**src/core/atps_map.svh**
```systemverilog
// Purpose: offsets, field positions, reset values and timing counts of the timer block
// Assumes: 8-bit I/O register port, 6-bit I/O offsets
// Notes: data-space address of a register is its I/O offset plus 0x20
`ifndef ATPS_MAP_SVH
`define ATPS_MAP_SVH
`define ATPS_DATA_SPACE_OFS 8'h20
`define ATPS_TIMER_CONTROL_OFS 6'h33
`define ATPS_COUNTER_VALUE_OFS 6'h32
`define ATPS_COMPARE_VALUE_OFS 6'h31
`define ATPS_ASYNC_STATUS_OFS 6'h30
`define ATPS_SPECIAL_FUNC_OFS 6'h20
`define ATPS_TIMER_FLAGS_OFS 6'h36
`define ATPS_RESET_BYTE 8'h00
// control field positions
`define ATPS_CTL_FORCE 7
`define ATPS_CTL_WAVE_HI 6
`define ATPS_CTL_OUT_HI 5
`define ATPS_CTL_OUT_LO 4
`define ATPS_CTL_WAVE_LO 3
// async status field positions
`define ATPS_STS_ASYNC_SEL 3
`define ATPS_STS_COUNTER_BUSY 2
`define ATPS_STS_COMPARE_BUSY 1
`define ATPS_STS_CONTROL_BUSY 0
// special function and flag field positions
`define ATPS_SFR_PRESCALER_RESET 0
`define ATPS_FLG_COMPARE 1
`define ATPS_FLG_OVERFLOW 0
// oscillator edges before a held write lands, cpu cycles of flag crossing
`define ATPS_XFER_EDGES 2'd2
`define ATPS_FLAG_SYNC_CYCLES 3
`endif

```
**src/core/atps_pkg.sv**
```systemverilog
// Purpose: types shared by the timer prescaler block
// Assumes: nothing beyond the map header
// Notes: holding slots are indexed by atps_slot_t
package atps_pkg;
    typedef enum logic [2:0] {
        ATPS_CS_STOP = 3'b000,
        ATPS_CS_DIV1 = 3'b001,
        ATPS_CS_DIV8 = 3'b010,
        ATPS_CS_DIV32 = 3'b011,
        ATPS_CS_DIV64 = 3'b100,
        ATPS_CS_DIV128 = 3'b101,
        ATPS_CS_DIV256 = 3'b110,
        ATPS_CS_DIV1024 = 3'b111
    } atps_clk_sel_t;
    typedef enum logic [1:0] {
        ATPS_SLOT_COUNTER = 2'b00,
        ATPS_SLOT_COMPARE = 2'b01,
        ATPS_SLOT_CONTROL = 2'b10
    } atps_slot_t;
    typedef struct packed {
        logic wr;
        logic rd;
        logic [5:0] addr;
        logic [7:0] wdata;
    } atps_io_req_t;
endpackage

```
**src/core/atps_timer.sv**
```systemverilog
// Purpose: eight-bit timer clocking: prescaler, async holding registers, read/flag sync
// Assumes: osc_in_pin_in sampled on core_clk_in, which runs over four times the crystal rate
// Notes: the oscillator domain is emulated with edge enables on the single core clock
`timescale 1ns/1ps
`default_nettype none
`include "atps_map.svh"
// Functional notes
// - tick enables core clock; oscillator replaces it async
// - held write lands after two oscillator edges
// - separate holding register per async register
// - compare match suppressed while counter/compare pending
// - wake logic rearms after one oscillator cycle
// - oscillator stops in power-down, standby, and whenever async select is clear
// - wake starts on next timer tick
// - counter reads from shadow refreshed per edge
// - async flag crossing: three cycles plus tick
// - compare output changes on timer tick directly
// - source clock defaults core, async select oscillator
// - async select detaches both oscillator pins
// - prescaler offers 8..1024, undivided and stop
// - prescaler reset bit clears divider
// - control at 0x33 / 0x53, resets zero
// - clock-select codes decode stop..1024
// - force compare strobe, reads zero
module atps_timer
    import atps_pkg::*;
(
    // clock and reset
    input wire logic core_clk_in,
    input wire logic rst_n_in,
    // i/o register port
    input wire atps_io_req_t io_req_in,
    output logic [7:0] rd_data_out,
    // oscillator pin and power state
    input wire logic osc_in_pin_in,
    input wire logic deep_sleep_in,
    input wire logic power_save_in,
    // pin control, output and status
    output logic port_detach_out,
    output logic osc_enable_out,
    output logic compare_output_pin_out,
    output logic compare_flag_out,
    output logic overflow_flag_out,
    output logic wake_out
);
    logic osc_s1_reg, osc_s2_reg, osc_s3_reg;
    logic osc_rise;
    logic async_clock_select_reg;
    logic [9:0] prescale_reg;
    logic src_tick, timer_tick;
    logic [7:0] counter_value_reg, compare_value_reg, timer_control_reg, counter_shadow_reg;
    logic [7:0] hold_reg [3];
    logic [1:0] edge_cnt_reg [3];
    logic [2:0] busy_reg;
    logic [2:0] land;
    logic [2:0] wr_slot;
    logic force_pending_reg;
    logic write_block_reg;
    logic match, overflow, ctc_mode, non_pwm;
    logic [2:0] cmp_pipe_reg, ovf_pipe_reg;
    logic wake_req_reg, wake_block_reg;
    atps_clk_sel_t clk_sel;
    logic [7:0] rd_next;

    // two-stage synchroniser; stages two and three feed the edge detector
    always_ff @(posedge core_clk_in or negedge rst_n_in) begin
        if (!rst_n_in) begin
            osc_s1_reg <= 1'b0;
            osc_s2_reg <= 1'b0;
            osc_s3_reg <= 1'b0;
        end else begin
            osc_s1_reg <= osc_in_pin_in;
            osc_s2_reg <= osc_s1_reg;
            osc_s3_reg <= osc_s2_reg;
        end
    end
    // edges are ignored while the oscillator is halted in deep sleep
    assign osc_rise = osc_s2_reg & ~osc_s3_reg & ~deep_sleep_in;

    // async select lives in the status register; reset picks the core clock
    always_ff @(posedge core_clk_in or negedge rst_n_in) begin
        if (!rst_n_in) begin
            async_clock_select_reg <= 1'b0;
        end else if (io_req_in.wr && io_req_in.addr == `ATPS_ASYNC_STATUS_OFS) begin
            async_clock_select_reg <= io_req_in.wdata[`ATPS_STS_ASYNC_SEL];
        end
    end
    assign src_tick = async_clock_select_reg ? osc_rise : 1'b1;

    // free-running divider over the source clock; a reset write restarts its phase
    always_ff @(posedge core_clk_in or negedge rst_n_in) begin
        if (!rst_n_in) begin
            prescale_reg <= 10'h000;
        end else if (io_req_in.wr && io_req_in.addr == `ATPS_SPECIAL_FUNC_OFS
                     && io_req_in.wdata[`ATPS_SFR_PRESCALER_RESET]) begin
            prescale_reg <= 10'h000;
        end else if (src_tick) begin
            prescale_reg <= prescale_reg + 10'h001;
        end
    end

    // select decode: a divided tick fires when the low divider bits are all ones
    assign clk_sel = atps_clk_sel_t'(timer_control_reg[2:0]);
    always_comb begin
        unique case (clk_sel)
            ATPS_CS_STOP: timer_tick = 1'b0;
            ATPS_CS_DIV1: timer_tick = src_tick;
            ATPS_CS_DIV8: timer_tick = src_tick & (&prescale_reg[2:0]);
            ATPS_CS_DIV32: timer_tick = src_tick & (&prescale_reg[4:0]);
            ATPS_CS_DIV64: timer_tick = src_tick & (&prescale_reg[5:0]);
            ATPS_CS_DIV128: timer_tick = src_tick & (&prescale_reg[6:0]);
            ATPS_CS_DIV256: timer_tick = src_tick & (&prescale_reg[7:0]);
            ATPS_CS_DIV1024: timer_tick = src_tick & (&prescale_reg[9:0]);
        endcase
    end

    // which of the three held registers a write targets
    assign wr_slot[ATPS_SLOT_COUNTER] = io_req_in.wr && io_req_in.addr == `ATPS_COUNTER_VALUE_OFS;
    assign wr_slot[ATPS_SLOT_COMPARE] = io_req_in.wr && io_req_in.addr == `ATPS_COMPARE_VALUE_OFS;
    assign wr_slot[ATPS_SLOT_CONTROL] = io_req_in.wr && io_req_in.addr == `ATPS_TIMER_CONTROL_OFS;

    // one holding slot per register so pending writes never collide
    for (genvar i = 0; i < 3; i++) begin : g_hold
        // sync mode lands at once; async waits for the second oscillator edge
        assign land[i] = async_clock_select_reg
            ? (busy_reg[i] && osc_rise && edge_cnt_reg[i] == `ATPS_XFER_EDGES - 2'd1)
            : wr_slot[i];
        always_ff @(posedge core_clk_in or negedge rst_n_in) begin
            if (!rst_n_in) begin
                hold_reg[i] <= `ATPS_RESET_BYTE;
                edge_cnt_reg[i] <= 2'd0;
                busy_reg[i] <= 1'b0;
            end else if (wr_slot[i]) begin
                // a new write wins over a landing in the same cycle
                hold_reg[i] <= io_req_in.wdata;
                edge_cnt_reg[i] <= 2'd0;
                busy_reg[i] <= async_clock_select_reg;
            end else if (busy_reg[i] && osc_rise) begin
                edge_cnt_reg[i] <= edge_cnt_reg[i] + 2'd1;
                if (land[i]) begin
                    busy_reg[i] <= 1'b0;
                end
            end
        end
    end

    // compare and control destination registers
    always_ff @(posedge core_clk_in or negedge rst_n_in) begin
        if (!rst_n_in) begin
            compare_value_reg <= `ATPS_RESET_BYTE;
            timer_control_reg <= `ATPS_RESET_BYTE;
            force_pending_reg <= 1'b0;
        end else begin
            if (land[ATPS_SLOT_COMPARE]) begin
                compare_value_reg <= async_clock_select_reg
                    ? hold_reg[ATPS_SLOT_COMPARE] : io_req_in.wdata;
            end
            if (land[ATPS_SLOT_CONTROL]) begin
                // force bit is a strobe and is never stored
                timer_control_reg <= {1'b0, (async_clock_select_reg
                    ? hold_reg[ATPS_SLOT_CONTROL][6:0] : io_req_in.wdata[6:0])};
            end
            force_pending_reg <= land[ATPS_SLOT_CONTROL] && (async_clock_select_reg
                ? hold_reg[ATPS_SLOT_CONTROL][`ATPS_CTL_FORCE]
                : io_req_in.wdata[`ATPS_CTL_FORCE]);
        end
    end

    assign ctc_mode = timer_control_reg[`ATPS_CTL_WAVE_HI] & ~timer_control_reg[`ATPS_CTL_WAVE_LO];
    assign non_pwm = ~timer_control_reg[`ATPS_CTL_WAVE_LO];
    // no match while a counter or compare write is still in flight
    assign match = timer_tick && counter_value_reg == compare_value_reg && !write_block_reg
        && !busy_reg[ATPS_SLOT_COUNTER] && !busy_reg[ATPS_SLOT_COMPARE];
    assign overflow = timer_tick && counter_value_reg == 8'hFF;

    // counter: a landed write wins over counting and blocks the next tick's match
    always_ff @(posedge core_clk_in or negedge rst_n_in) begin
        if (!rst_n_in) begin
            counter_value_reg <= `ATPS_RESET_BYTE;
            write_block_reg <= 1'b0;
        end else if (land[ATPS_SLOT_COUNTER]) begin
            counter_value_reg <= async_clock_select_reg
                ? hold_reg[ATPS_SLOT_COUNTER] : io_req_in.wdata;
            write_block_reg <= 1'b1;
        end else if (timer_tick) begin
            write_block_reg <= 1'b0;
            counter_value_reg <= (ctc_mode && match) ? 8'h00 : counter_value_reg + 8'h01;
        end
    end

    // shadow for reads: every cycle in sync mode, each oscillator edge in async mode
    always_ff @(posedge core_clk_in or negedge rst_n_in) begin
        if (!rst_n_in) begin
            counter_shadow_reg <= `ATPS_RESET_BYTE;
        end else if (!async_clock_select_reg || osc_rise) begin
            counter_shadow_reg <= counter_value_reg;
        end
    end

    // output pin acts on the timer tick itself, no extra cpu-clock stage
    always_ff @(posedge core_clk_in or negedge rst_n_in) begin
        if (!rst_n_in) begin
            compare_output_pin_out <= 1'b0;
        end else if ((match || (force_pending_reg && non_pwm))
                     && timer_control_reg[5:4] != 2'b00) begin
            unique case (timer_control_reg[5:4])
                2'b01: compare_output_pin_out <= ~compare_output_pin_out;
                2'b10: compare_output_pin_out <= 1'b0;
                2'b11: compare_output_pin_out <= 1'b1;
                default: compare_output_pin_out <= compare_output_pin_out;
            endcase
        end
    end

    // flag crossing: async events travel three extra cpu cycles
    always_ff @(posedge core_clk_in or negedge rst_n_in) begin
        if (!rst_n_in) begin
            cmp_pipe_reg <= 3'b000;
            ovf_pipe_reg <= 3'b000;
        end else begin
            cmp_pipe_reg <= {cmp_pipe_reg[1:0], match & async_clock_select_reg};
            ovf_pipe_reg <= {ovf_pipe_reg[1:0], overflow & async_clock_select_reg};
        end
    end

    // sticky flags, write one to clear; a set in the same cycle wins
    always_ff @(posedge core_clk_in or negedge rst_n_in) begin
        if (!rst_n_in) begin
            compare_flag_out <= 1'b0;
            overflow_flag_out <= 1'b0;
        end else begin
            if ((async_clock_select_reg ? cmp_pipe_reg[2] : match)) begin
                compare_flag_out <= 1'b1;
            end else if (io_req_in.wr && io_req_in.addr == `ATPS_TIMER_FLAGS_OFS
                         && io_req_in.wdata[`ATPS_FLG_COMPARE]) begin
                compare_flag_out <= 1'b0;
            end
            if ((async_clock_select_reg ? ovf_pipe_reg[2] : overflow)) begin
                overflow_flag_out <= 1'b1;
            end else if (io_req_in.wr && io_req_in.addr == `ATPS_TIMER_FLAGS_OFS
                         && io_req_in.wdata[`ATPS_FLG_OVERFLOW]) begin
                overflow_flag_out <= 1'b0;
            end
        end
    end

    // wake: armed by the event, issued on the next timer tick, rearmed one edge later
    always_ff @(posedge core_clk_in or negedge rst_n_in) begin
        if (!rst_n_in) begin
            wake_req_reg <= 1'b0;
            wake_out <= 1'b0;
            wake_block_reg <= 1'b0;
        end else begin
            wake_out <= 1'b0;
            if ((match || overflow) && async_clock_select_reg && power_save_in) begin
                wake_req_reg <= 1'b1;
            end else if (wake_req_reg && timer_tick) begin
                wake_req_reg <= 1'b0;
                wake_out <= !wake_block_reg;
            end
            if (wake_out) begin
                wake_block_reg <= 1'b1;
            end else if (osc_rise) begin
                wake_block_reg <= 1'b0;
            end
        end
    end

    // pin ownership and oscillator run control
    always_ff @(posedge core_clk_in or negedge rst_n_in) begin
        if (!rst_n_in) begin
            port_detach_out <= 1'b0;
            osc_enable_out <= 1'b0;
        end else begin
            port_detach_out <= async_clock_select_reg;
            osc_enable_out <= async_clock_select_reg & ~deep_sleep_in;
        end
    end

    // read mux; unmapped offsets read as zero
    always_comb begin
        unique case (io_req_in.addr)
            `ATPS_TIMER_CONTROL_OFS: rd_next = timer_control_reg;
            `ATPS_COUNTER_VALUE_OFS: rd_next = counter_shadow_reg;
            `ATPS_COMPARE_VALUE_OFS: rd_next = compare_value_reg;
            `ATPS_ASYNC_STATUS_OFS: rd_next = {4'h0, async_clock_select_reg,
                busy_reg[ATPS_SLOT_COUNTER], busy_reg[ATPS_SLOT_COMPARE],
                busy_reg[ATPS_SLOT_CONTROL]};
            `ATPS_TIMER_FLAGS_OFS: rd_next = {6'h00, compare_flag_out, overflow_flag_out};
            default: rd_next = 8'h00;
        endcase
    end
    always_ff @(posedge core_clk_in or negedge rst_n_in) begin
        if (!rst_n_in) begin
            rd_data_out <= 8'h00;
        end else if (io_req_in.rd) begin
            rd_data_out <= rd_next;
        end
    end

    chk_busy_on_write: assert property (@(posedge core_clk_in) disable iff (!rst_n_in)
        wr_slot[ATPS_SLOT_COMPARE] && async_clock_select_reg |=> busy_reg[ATPS_SLOT_COMPARE])
        else $error("busy not set by async write");
    chk_hold_two_edges: assert property (@(posedge core_clk_in) disable iff (!rst_n_in)
        $fell(busy_reg[ATPS_SLOT_CONTROL]) |-> $past(osc_rise) && $past(edge_cnt_reg[2]) == 2'd1)
        else $error("control landed before second edge");
    chk_match_blocked: assert property (@(posedge core_clk_in) disable iff (!rst_n_in)
        busy_reg[ATPS_SLOT_COUNTER] || busy_reg[ATPS_SLOT_COMPARE] |-> !match)
        else $error("match while write pending");
    chk_flag_delay: assert property (@(posedge core_clk_in) disable iff (!rst_n_in)
        match && async_clock_select_reg && !compare_flag_out ##1 async_clock_select_reg [*3]
        |=> compare_flag_out)
        else $error("async compare flag not set three cycles later");
    chk_no_early_flag: assert property (@(posedge core_clk_in) disable iff (!rst_n_in)
        async_clock_select_reg && $rose(compare_flag_out) |-> $past(cmp_pipe_reg[2]))
        else $error("async compare flag set early");
    chk_shadow_hold: assert property (@(posedge core_clk_in) disable iff (!rst_n_in)
        async_clock_select_reg && !$past(osc_rise) && $past(async_clock_select_reg)
        |-> $stable(counter_shadow_reg))
        else $error("shadow changed without oscillator edge");
    chk_stop_code: assert property (@(posedge core_clk_in) disable iff (!rst_n_in)
        clk_sel == ATPS_CS_STOP && !land[ATPS_SLOT_COUNTER] |=> $stable(counter_value_reg))
        else $error("counter moved while stopped");
    chk_div8_phase: assert property (@(posedge core_clk_in) disable iff (!rst_n_in)
        clk_sel == ATPS_CS_DIV8 && timer_tick |-> prescale_reg[2:0] == 3'h7)
        else $error("divide by 8 tick off phase");
    chk_prescale_reset: assert property (@(posedge core_clk_in) disable iff (!rst_n_in)
        io_req_in.wr && io_req_in.addr == `ATPS_SPECIAL_FUNC_OFS && io_req_in.wdata[0]
        |=> prescale_reg == 10'h000)
        else $error("prescaler not cleared");
    chk_force_reads_zero: assert property (@(posedge core_clk_in) disable iff (!rst_n_in)
        timer_control_reg[`ATPS_CTL_FORCE] == 1'b0)
        else $error("force bit stored");
    chk_detach_follow: assert property (@(posedge core_clk_in) disable iff (!rst_n_in)
        ##1 port_detach_out == $past(async_clock_select_reg))
        else $error("pin detach does not follow async select");
    chk_wake_rearm: assert property (@(posedge core_clk_in) disable iff (!rst_n_in)
        wake_out |=> !wake_out)
        else $error("wake issued twice back to back");
endmodule
`default_nettype wire

```
**config.mk**
```make
export PLATFORM = sky130hd
export DESIGN_NAME = atps_timer
export DESIGN_NICKNAME = d
export VERILOG_FILES = /design/src/core/atps_pkg.sv /design/src/core/atps_timer.sv
export VERILOG_INCLUDE_DIRS = /design/src /design/src/core
export SDC_FILE = /design/constraint.sdc
export NUM_CORES = 1
export LEC_CHECK = 0
export ABC_AREA = 1
export BUFFER_PORTS_ARGS = -buffer_cell sky130_fd_sc_hd__buf_4
export CAP_MARGIN = 10
export CORE_AREA = 10 10 140 142
export DETAILED_ROUTE_END_ITERATION = 16
export DIE_AREA = 0 0 150 152
export PLACE_DENSITY = 0.53
export SETUP_SLACK_MARGIN = 0.15
export SYNTH_ARGS = -nofsm -noshare
export SYNTH_HDL_FRONTEND = slang
export SYNTH_SLANG_ARGS = --single-unit
```
**constraint.sdc**
```tcl
create_clock -name core_clk_in -period 2.3 [get_ports core_clk_in]
set_input_delay 0.46 -clock core_clk_in [delete_from_list [all_inputs] [get_ports core_clk_in]]
set_output_delay 0.46 -clock core_clk_in [all_outputs]
set_load 0.02 [all_outputs]
```
### Word-level counts from Yosys, hierarchy flattened

Cells that the tools add are included.

| operators by class | value |
|---|---|
| add/subtract/negate cells | 5 |
| equal/unequal tests | 21 |
| muxes and demuxes | 45 |
| bitwise operators | 16 |
| reductions and logical operators | 60 |

Operator list:

| operator | count |
|---|---|
| $mux 8 | 5 |
| $pmux 8 s5 | 1 |
| $eq 6x6->1 const B | 6 |
| $mux 1 | 28 |
| $logic_and 1x1->1 | 27 |
| $reduce_bool 2->1 | 13 |
| $mux 10 | 2 |
| $and 1x1->1 | 12 |
| $eq 3x3->1 const B | 4 |
| $mux 2 | 6 |
| $add 10x1->10 const B | 1 |
| $reduce_and 10->1 | 1 |
| $add 8x1->8 const B | 1 |
| $eq 2x1->1 const B | 4 |
| $eq 8x8->1 | 1 |
| $eq 8x8->1 const B | 1 |
| $pmux 1 s8 | 1 |
| $reduce_and 2->1 | 4 |
| $reduce_and 8->1 | 1 |
| $mux 7 | 1 |
| $reduce_and 7->1 | 1 |
| $add 2x1->2 const B | 3 |
| $eq 3x2->1 const B | 2 |
| $reduce_and 6->1 | 1 |
| other kinds (10) | 20 |

| word-level totals | value |
|---|---|
| bits in registers | 102 |
| input port bits | 21 |
| output and inout port bits | 14 |
| word-level logic and storage cells | 178 |

### Longest topological paths before layout

| depth | value |
|---|---|
| depth in word-level cells | 14 |
| depth in mapped cells | 13 |
| mapped depth without buffers | 13 |

### Least setup slack after synthesis

OpenSTA, ideal clock, no wires.

| timing | value |
|---|---|
| path type | register to register |
| start point | reg prescale_reg[0] |
| end point | reg counter_value_reg[4] |
| library setup time | 0.065 ns |
| data arrival time | 1.659 ns |
| slack | 0.576 ns |
| cell stages (with the launch flop) | 14 |
| buffers on the path | 0 |
| period minus slack after synthesis | 1.724 ns |
| cells stage by stage | dfrtp_1 ha_1 nand2_1 nor2_2 ha_1 nand2_1 nand3_1 o21ai_2 inv_1 nand2_1 nand2_4 o21ai_0 inv_1 nand2_1 |

| on the way | value |
|---|---|
| longest elaborated chain between the ends | 11 |
| elaborated cells on any way between the ends | 22 |
| classes of those cells | 4 x mux; 6 x bitwise; 12 x reduce/logical |

Ends and longest elaborated chain:

| what | RTL line | source |
|---|---|---|
| from (decl) | atps_timer.sv:49 | `logic [9:0] prescale_reg;` |
| from (signal assigned) | atps_timer.sv:98 | `prescale_reg <= prescale_reg + 10'h001;` |
| $reduce_and 10->1, or another cell as far along | atps_timer.sv:113 | `ATPS_CS_DIV1024: timer_tick = src_tick & (&prescale_reg[9:0]);` |
| $and 1x1->1, or another cell as far along | atps_timer.sv:113 |  |
| $pmux 1 s8 (*) | atps_timer.sv:105 | `unique case (clk_sel)` |
| $logic_and 1x1->1 (2 in a row) | atps_timer.sv:172 | `assign match = timer_tick && counter_value_reg == compare_value_reg && !write_block_reg` |
| $logic_and 1x1->1 (2 in a row) | atps_timer.sv:173 | `&& !busy_reg[ATPS_SLOT_COUNTER] && !busy_reg[ATPS_SLOT_COMPARE];` |
| $logic_and 1x1->1 | atps_timer.sv:187 | `counter_value_reg <= (ctc_mode && match) ? 8'h00 : counter_value_reg + 8'h01;` |
| $mux 8 | atps_timer.sv:187 |  |
| $mux 8 | atps_timer.sv:185 | `end else if (timer_tick) begin` |
| $mux 8 | atps_timer.sv:181 | `end else if (land[ATPS_SLOT_COUNTER]) begin` |
| to (signal assigned) | atps_timer.sv:179 | `` counter_value_reg <= `ATPS_RESET_BYTE; `` |
| to (signal assigned) | atps_timer.sv:182 | `counter_value_reg <= async_clock_select_reg` |
| to (signal assigned) | atps_timer.sv:187 |  |
| to (decl) | atps_timer.sv:51 | `logic [7:0] counter_value_reg, compare_value_reg, timer_control_reg, counter_shadow_reg;` |

Mark *: on every way between the ends. The rest lies on a longest branch, timed or not. The select of a mux whose other input is x is not followed.
A chain may end at the register's enable or synchronous reset.

### Worst setup path after layout

| timing | value |
|---|---|
| start point | reg prescale_reg[0] |
| end point | reg counter_value_reg[0] |

The elaborated chain is that of the path after synthesis.

==> metrics.txt <==
# TYPE chip_impl_metric gauge
chip_impl_metric{name="grt_antenna_before_repair",unit=""} 0
chip_impl_metric{name="antenna_cells_inserted",unit=""} 0
chip_impl_info{name="timing_worst_setup_path_type",value="reg -> reg"} 1
chip_impl_metric{name="sw_frac_of_total",unit="%"} 37.1
chip_impl_metric{name="worstMarginPinSlew",unit="ps"} 487
chip_impl_metric{name="grt_start_max_net_pins",unit=""} 67
chip_impl_metric{name="num_io_pins",unit=""} 35
chip_impl_metric{name="design.final.nets",unit=""} 682
chip_impl_info{name="critical_path.reg2reg.startpoint",value="prescale_reg[0]"} 1
chip_impl_metric{name="cts_inserted_buffers",unit=""} 9
chip_impl_info{name="tritoncts",value="built"} 1
chip_impl_metric{name="r2r.worst_path.cells",unit=""} 13
chip_impl_metric{name="total_switching_power",unit="mW"} 2.20
chip_impl_info{name="worst_setup_path_endpoint",value="counter_value_reg[0]"} 1
chip_impl_metric{name="placeableCoreArea",unit="mm2"} 0.0169
chip_impl_metric{name="ff2ff_setup_slack",unit="ps"} 310
chip_impl_metric{name="share_of_cells_above_drive_strength_1",unit="%"} 12.9
chip_impl_metric{name="cts_hold_buf",unit=""} 0
chip_impl_info{name="layout.cells.most_common_list",value="185 x sky130_fd_sc_hd__nand2_1, 102 x sky130_fd_sc_hd__dfrtp_1, 86 x sky130_fd_sc_hd__inv_1, 69 x sky130_fd_sc_hd__o21ai_0, 43 x sky130_fd_sc_hd__buf_4"} 1
chip_impl_metric{name="fmax",unit="GHz"} 0.502
chip_impl_metric{name="detail_route.first_pass.iterations",unit=""} 5
chip_impl_metric{name="vias",unit=""} 4109
chip_impl_metric{name="power_density",unit="mW/mm2"} 1020
chip_impl_metric{name="clock_power_share",unit="%"} 24.9
chip_impl_metric{name="count_of_pins_over_their_slew_limit",unit=""} 0
chip_impl_metric{name="detail_route.wirelength",unit="um"} 13600
chip_impl_metric{name="htree_num_levels",unit=""} 3
chip_impl_info{name="end_of_the_worst_register_to_register_path",value="counter_value_reg[0]"} 1
chip_impl_metric{name="area_delta_synth_final",unit="%"} 17.6
chip_impl_metric{name="route.detailed.drc",unit=""} 0
chip_impl_metric{name="synth.cell_area",unit="mm2"} 0.00496
chip_impl_info{name="hold_class",value="in -> async"} 1
chip_impl_metric{name="setup_viol",unit=""} 0
chip_impl_metric{name="yosys_warnings",unit=""} 0
chip_impl_metric{name="initial_core_utilization",unit="%"} 29.3
chip_impl_metric{name="grt_first_pass_wirelength",unit="um"} 21600
chip_impl_metric{name="initialDrtViolationCount",unit=""} 296
chip_impl_metric{name="die-height",unit="um"} 152
chip_impl_metric{name="ys_async_sr_fraction",unit="%"} 100
chip_impl_metric{name="syn-num-nets",unit=""} 640
chip_impl_metric{name="peak_fanout_along_the_critical_path",unit=""} 8
chip_impl_metric{name="total_leakage_power",unit="nW"} 2.94
chip_impl_metric{name="cellInternalPower",unit="mW"} 3.74
chip_impl_metric{name="clock-skew-final",unit="ps"} 5.26
chip_impl_metric{name="dp_hpwl",unit="um"} 10300
chip_impl_metric{name="grt_pass1_vias",unit=""} 3992
chip_impl_metric{name="avgViaCountPerCell",unit=""} 4.65
chip_impl_metric{name="grtUsageTotal",unit="%"} 12.0
chip_impl_metric{name="cts_max_path_buffers",unit=""} 2
chip_impl_info{name="setup.worst_path.end_class",value="register"} 1
chip_impl_info{name="clock-root-buffer",value="sky130_fd_sc_hd__clkbuf_16"} 1
chip_impl_metric{name="syn_area_per_cell",unit="um2"} 8.10
chip_impl_metric{name="wl_per_cell",unit="um"} 15.4
chip_impl_metric{name="arrival",unit="ps"} 2230
chip_impl_metric{name="synth_cells",unit=""} 612
chip_impl_info{name="crit_path_start_kind",value="register"} 1
chip_impl_metric{name="slew-limit-headroom",unit="%"} 67.5
chip_impl_metric{name="power.combinational.fraction",unit="%"} 29.1
chip_impl_metric{name="timing.max_cap.violations",unit=""} 0
chip_impl_metric{name="finalCriticalPeriod",unit="ps"} 1990
chip_impl_metric{name="floorplan_die_area",unit="mm2"} 0.0228
chip_impl_metric{name="vdd.ir_drop.worst",unit="uV"} 516
chip_impl_metric{name="finalSetupTns",unit="ps"} 0
chip_impl_metric{name="placed_cells",unit=""} 866
chip_impl_metric{name="max_reg_flops",unit=""} 24
chip_impl_info{name="worstSetupStartpoint",value="prescale_reg[0]"} 1
chip_impl_metric{name="synth-edff-count",unit=""} 0
chip_impl_metric{name="clkLatencyLatePin",unit="ps"} 350
chip_impl_info{name="status",value="complete, no violations"} 1
chip_impl_metric{name="pre_cts_slack",unit="ps"} 313
chip_impl_info{name="postSynth.topFlopCell",value="sky130_fd_sc_hd__dfrtp_1"} 1
chip_impl_metric{name="fp.dieW",unit="um"} 150
chip_impl_metric{name="period_utilisation_layout",unit="%"} 86.6
chip_impl_metric{name="synth.yosys.seq_area_share",unit="%"} 51.5
chip_impl_metric{name="row_count",unit=""} 48
chip_impl_metric{name="cp.required",unit="ps"} 2540
chip_impl_metric{name="clkTransAtPathRegs",unit="ps"} 70
chip_impl_metric{name="clock_sink_count",unit=""} 102
chip_impl_metric{name="instances_no_fill",unit=""} 884
chip_impl_metric{name="seqPwrFrac",unit="%"} 46.0
chip_impl_metric{name="yosysUniqueCellTypes",unit=""} 39
chip_impl_metric{name="post-route-worst-setup-slack",unit="ps"} 308
chip_impl_info{name="mostFrequentLayoutCell",value="sky130_fd_sc_hd__nand2_1"} 1
chip_impl_metric{name="hold_viol_final",unit=""} 0
chip_impl_metric{name="port_buffers",unit=""} 34
chip_impl_metric{name="antenna_violating_nets_post_route",unit=""} 0
chip_impl_metric{name="postSynthRegisterBits",unit=""} 102
chip_impl_metric{name="global_route_total_overflow",unit=""} 0
chip_impl_metric{name="finalWeightedCongestion",unit=""} 0.866
chip_impl_info{name="rsz0062_at_grt",value="true"} 1
[power groups by stage]
| stage | clock, mW | combinational [mW] | sequential [mW] |
|---|---|---|---|
| 3_5_place_dp | 0 | 1.66 | 2.75 |
| 5_1_grt | 1.57 | 1.97 | 2.78 |
| 6_report | 1.48 | 1.73 | 2.73 |
| 2_1_floorplan | 0 | 1.20 | 2.62 |
| 4_1_cts | 1.49 | 1.67 | 2.72 |
| 3_3_place_gp | 0 | 1.61 | 2.74 |
[synthesized netlist by cell type (3+ instances only)]
master / number / area share, %
sky130_fd_sc_hd__a21oi_1: 16 / 1.6
sky130_fd_sc_hd__xnor2_1: 6 / 1.1
sky130_fd_sc_hd__clkbuf_1: 8 / 0.61
sky130_fd_sc_hd__nor2_4: 3 / 0.68
sky130_fd_sc_hd__nand3b_1: 4 / 0.61
sky130_fd_sc_hd__nand2_1: 186 / 14
sky130_fd_sc_hd__a31oi_1: 5 / 0.63
sky130_fd_sc_hd__nand2_4: 3 / 0.68
sky130_fd_sc_hd__o31ai_1: 5 / 0.76
sky130_fd_sc_hd__nor2_1: 39 / 3.0
sky130_fd_sc_hd__ha_1: 7 / 1.8
sky130_fd_sc_hd__xor2_1: 3 / 0.53
sky130_fd_sc_hd__dfrtp_1: 102 / 52
sky130_fd_sc_hd__inv_1: 87 / 6.6
sky130_fd_sc_hd__nand4_1: 4 / 0.50
sky130_fd_sc_hd__nor3_1: 9 / 0.91
sky130_fd_sc_hd__nand2_2: 6 / 0.76
sky130_fd_sc_hd__o21ai_1: 5 / 0.50
sky130_fd_sc_hd__o21ai_0: 69 / 7.0
sky130_fd_sc_hd__o22ai_1: 6 / 0.76
sky130_fd_sc_hd__nand3_1: 17 / 1.7
[per-stage QoR]
step,hold WS [ps],total power [mW],instance area [um2],util (%)
floorplan,164,3.82,4960,-
detailed placement,336,4.41,5510,32.5
global placement,335,4.35,5510,32.5
CTS,135,5.88,5790,34.2
finish,101,5.94,5830,34.4
global route,138,6.32,5830,34.4
[worst max-delay path: stages (launching register included)]
cell and delay [ps]:
sky130_fd_sc_hd__dfrtp_1 400, sky130_fd_sc_hd__ha_1 230, sky130_fd_sc_hd__nand2_1 90, sky130_fd_sc_hd__nor2_2 60, sky130_fd_sc_hd__ha_1 180, sky130_fd_sc_hd__nand2_1 60, sky130_fd_sc_hd__nand3_1 140, sky130_fd_sc_hd__o21ai_4 230
sky130_fd_sc_hd__a21oi_4 40, sky130_fd_sc_hd__buf_4 170, sky130_fd_sc_hd__nand2_4 100, sky130_fd_sc_hd__nor2_1 50, sky130_fd_sc_hd__nand2_1 70, sky130_fd_sc_hd__nand2_1 60
[per-layer routing]
layer / wire, um / up-vias / GRT usage (%)
li1: - / 2025 / -
met1: 6310 / 1962 / 16.0
met3: 896 / 8 / 4.13
met4: 128 / 0 / 2.45
met5: 0 / - / 0
met2: 6300 / 114 / 18.2
[worst min-delay path by stage]
stage,endpoint,slack (ps),cells after the start
finish,edge_cnt_reg[5],100,2
CTS,hold_reg[18],130,2
floorplan,async_clock_select_reg,160,0
detailed placement,ovf_pipe_reg[2],340,0
global placement,ovf_pipe_reg[2],340,0
global route,edge_cnt_reg[5],140,2
[cells by family after synthesis]
kind of cell / share of synthesized area, %
xor+xnor: 1.59
fa+ha+maj: 1.77
buf+inv: 8.08
compound gates: 13.1
simple gates: 24.0
flops: 51.5
[final cells by class]
type,count,area (um2)
multi-input combinational,407,2020
timing repair buffer,44,343
sequential,102,2550
fill,1767,11100
clock inverter,5,33.8
clock buffer,11,253
tap,225,282
inverter,90,342
[timing repair]
| action | in CTS | in global routing |
|---|---|---|
| gates resized for setup | 0 | 4 |
| setup endpoints to repair | 0 | 9 |
| buffers inserted | 0 | 2 |
Note: power is estimated with default switching activity, not from simulation.
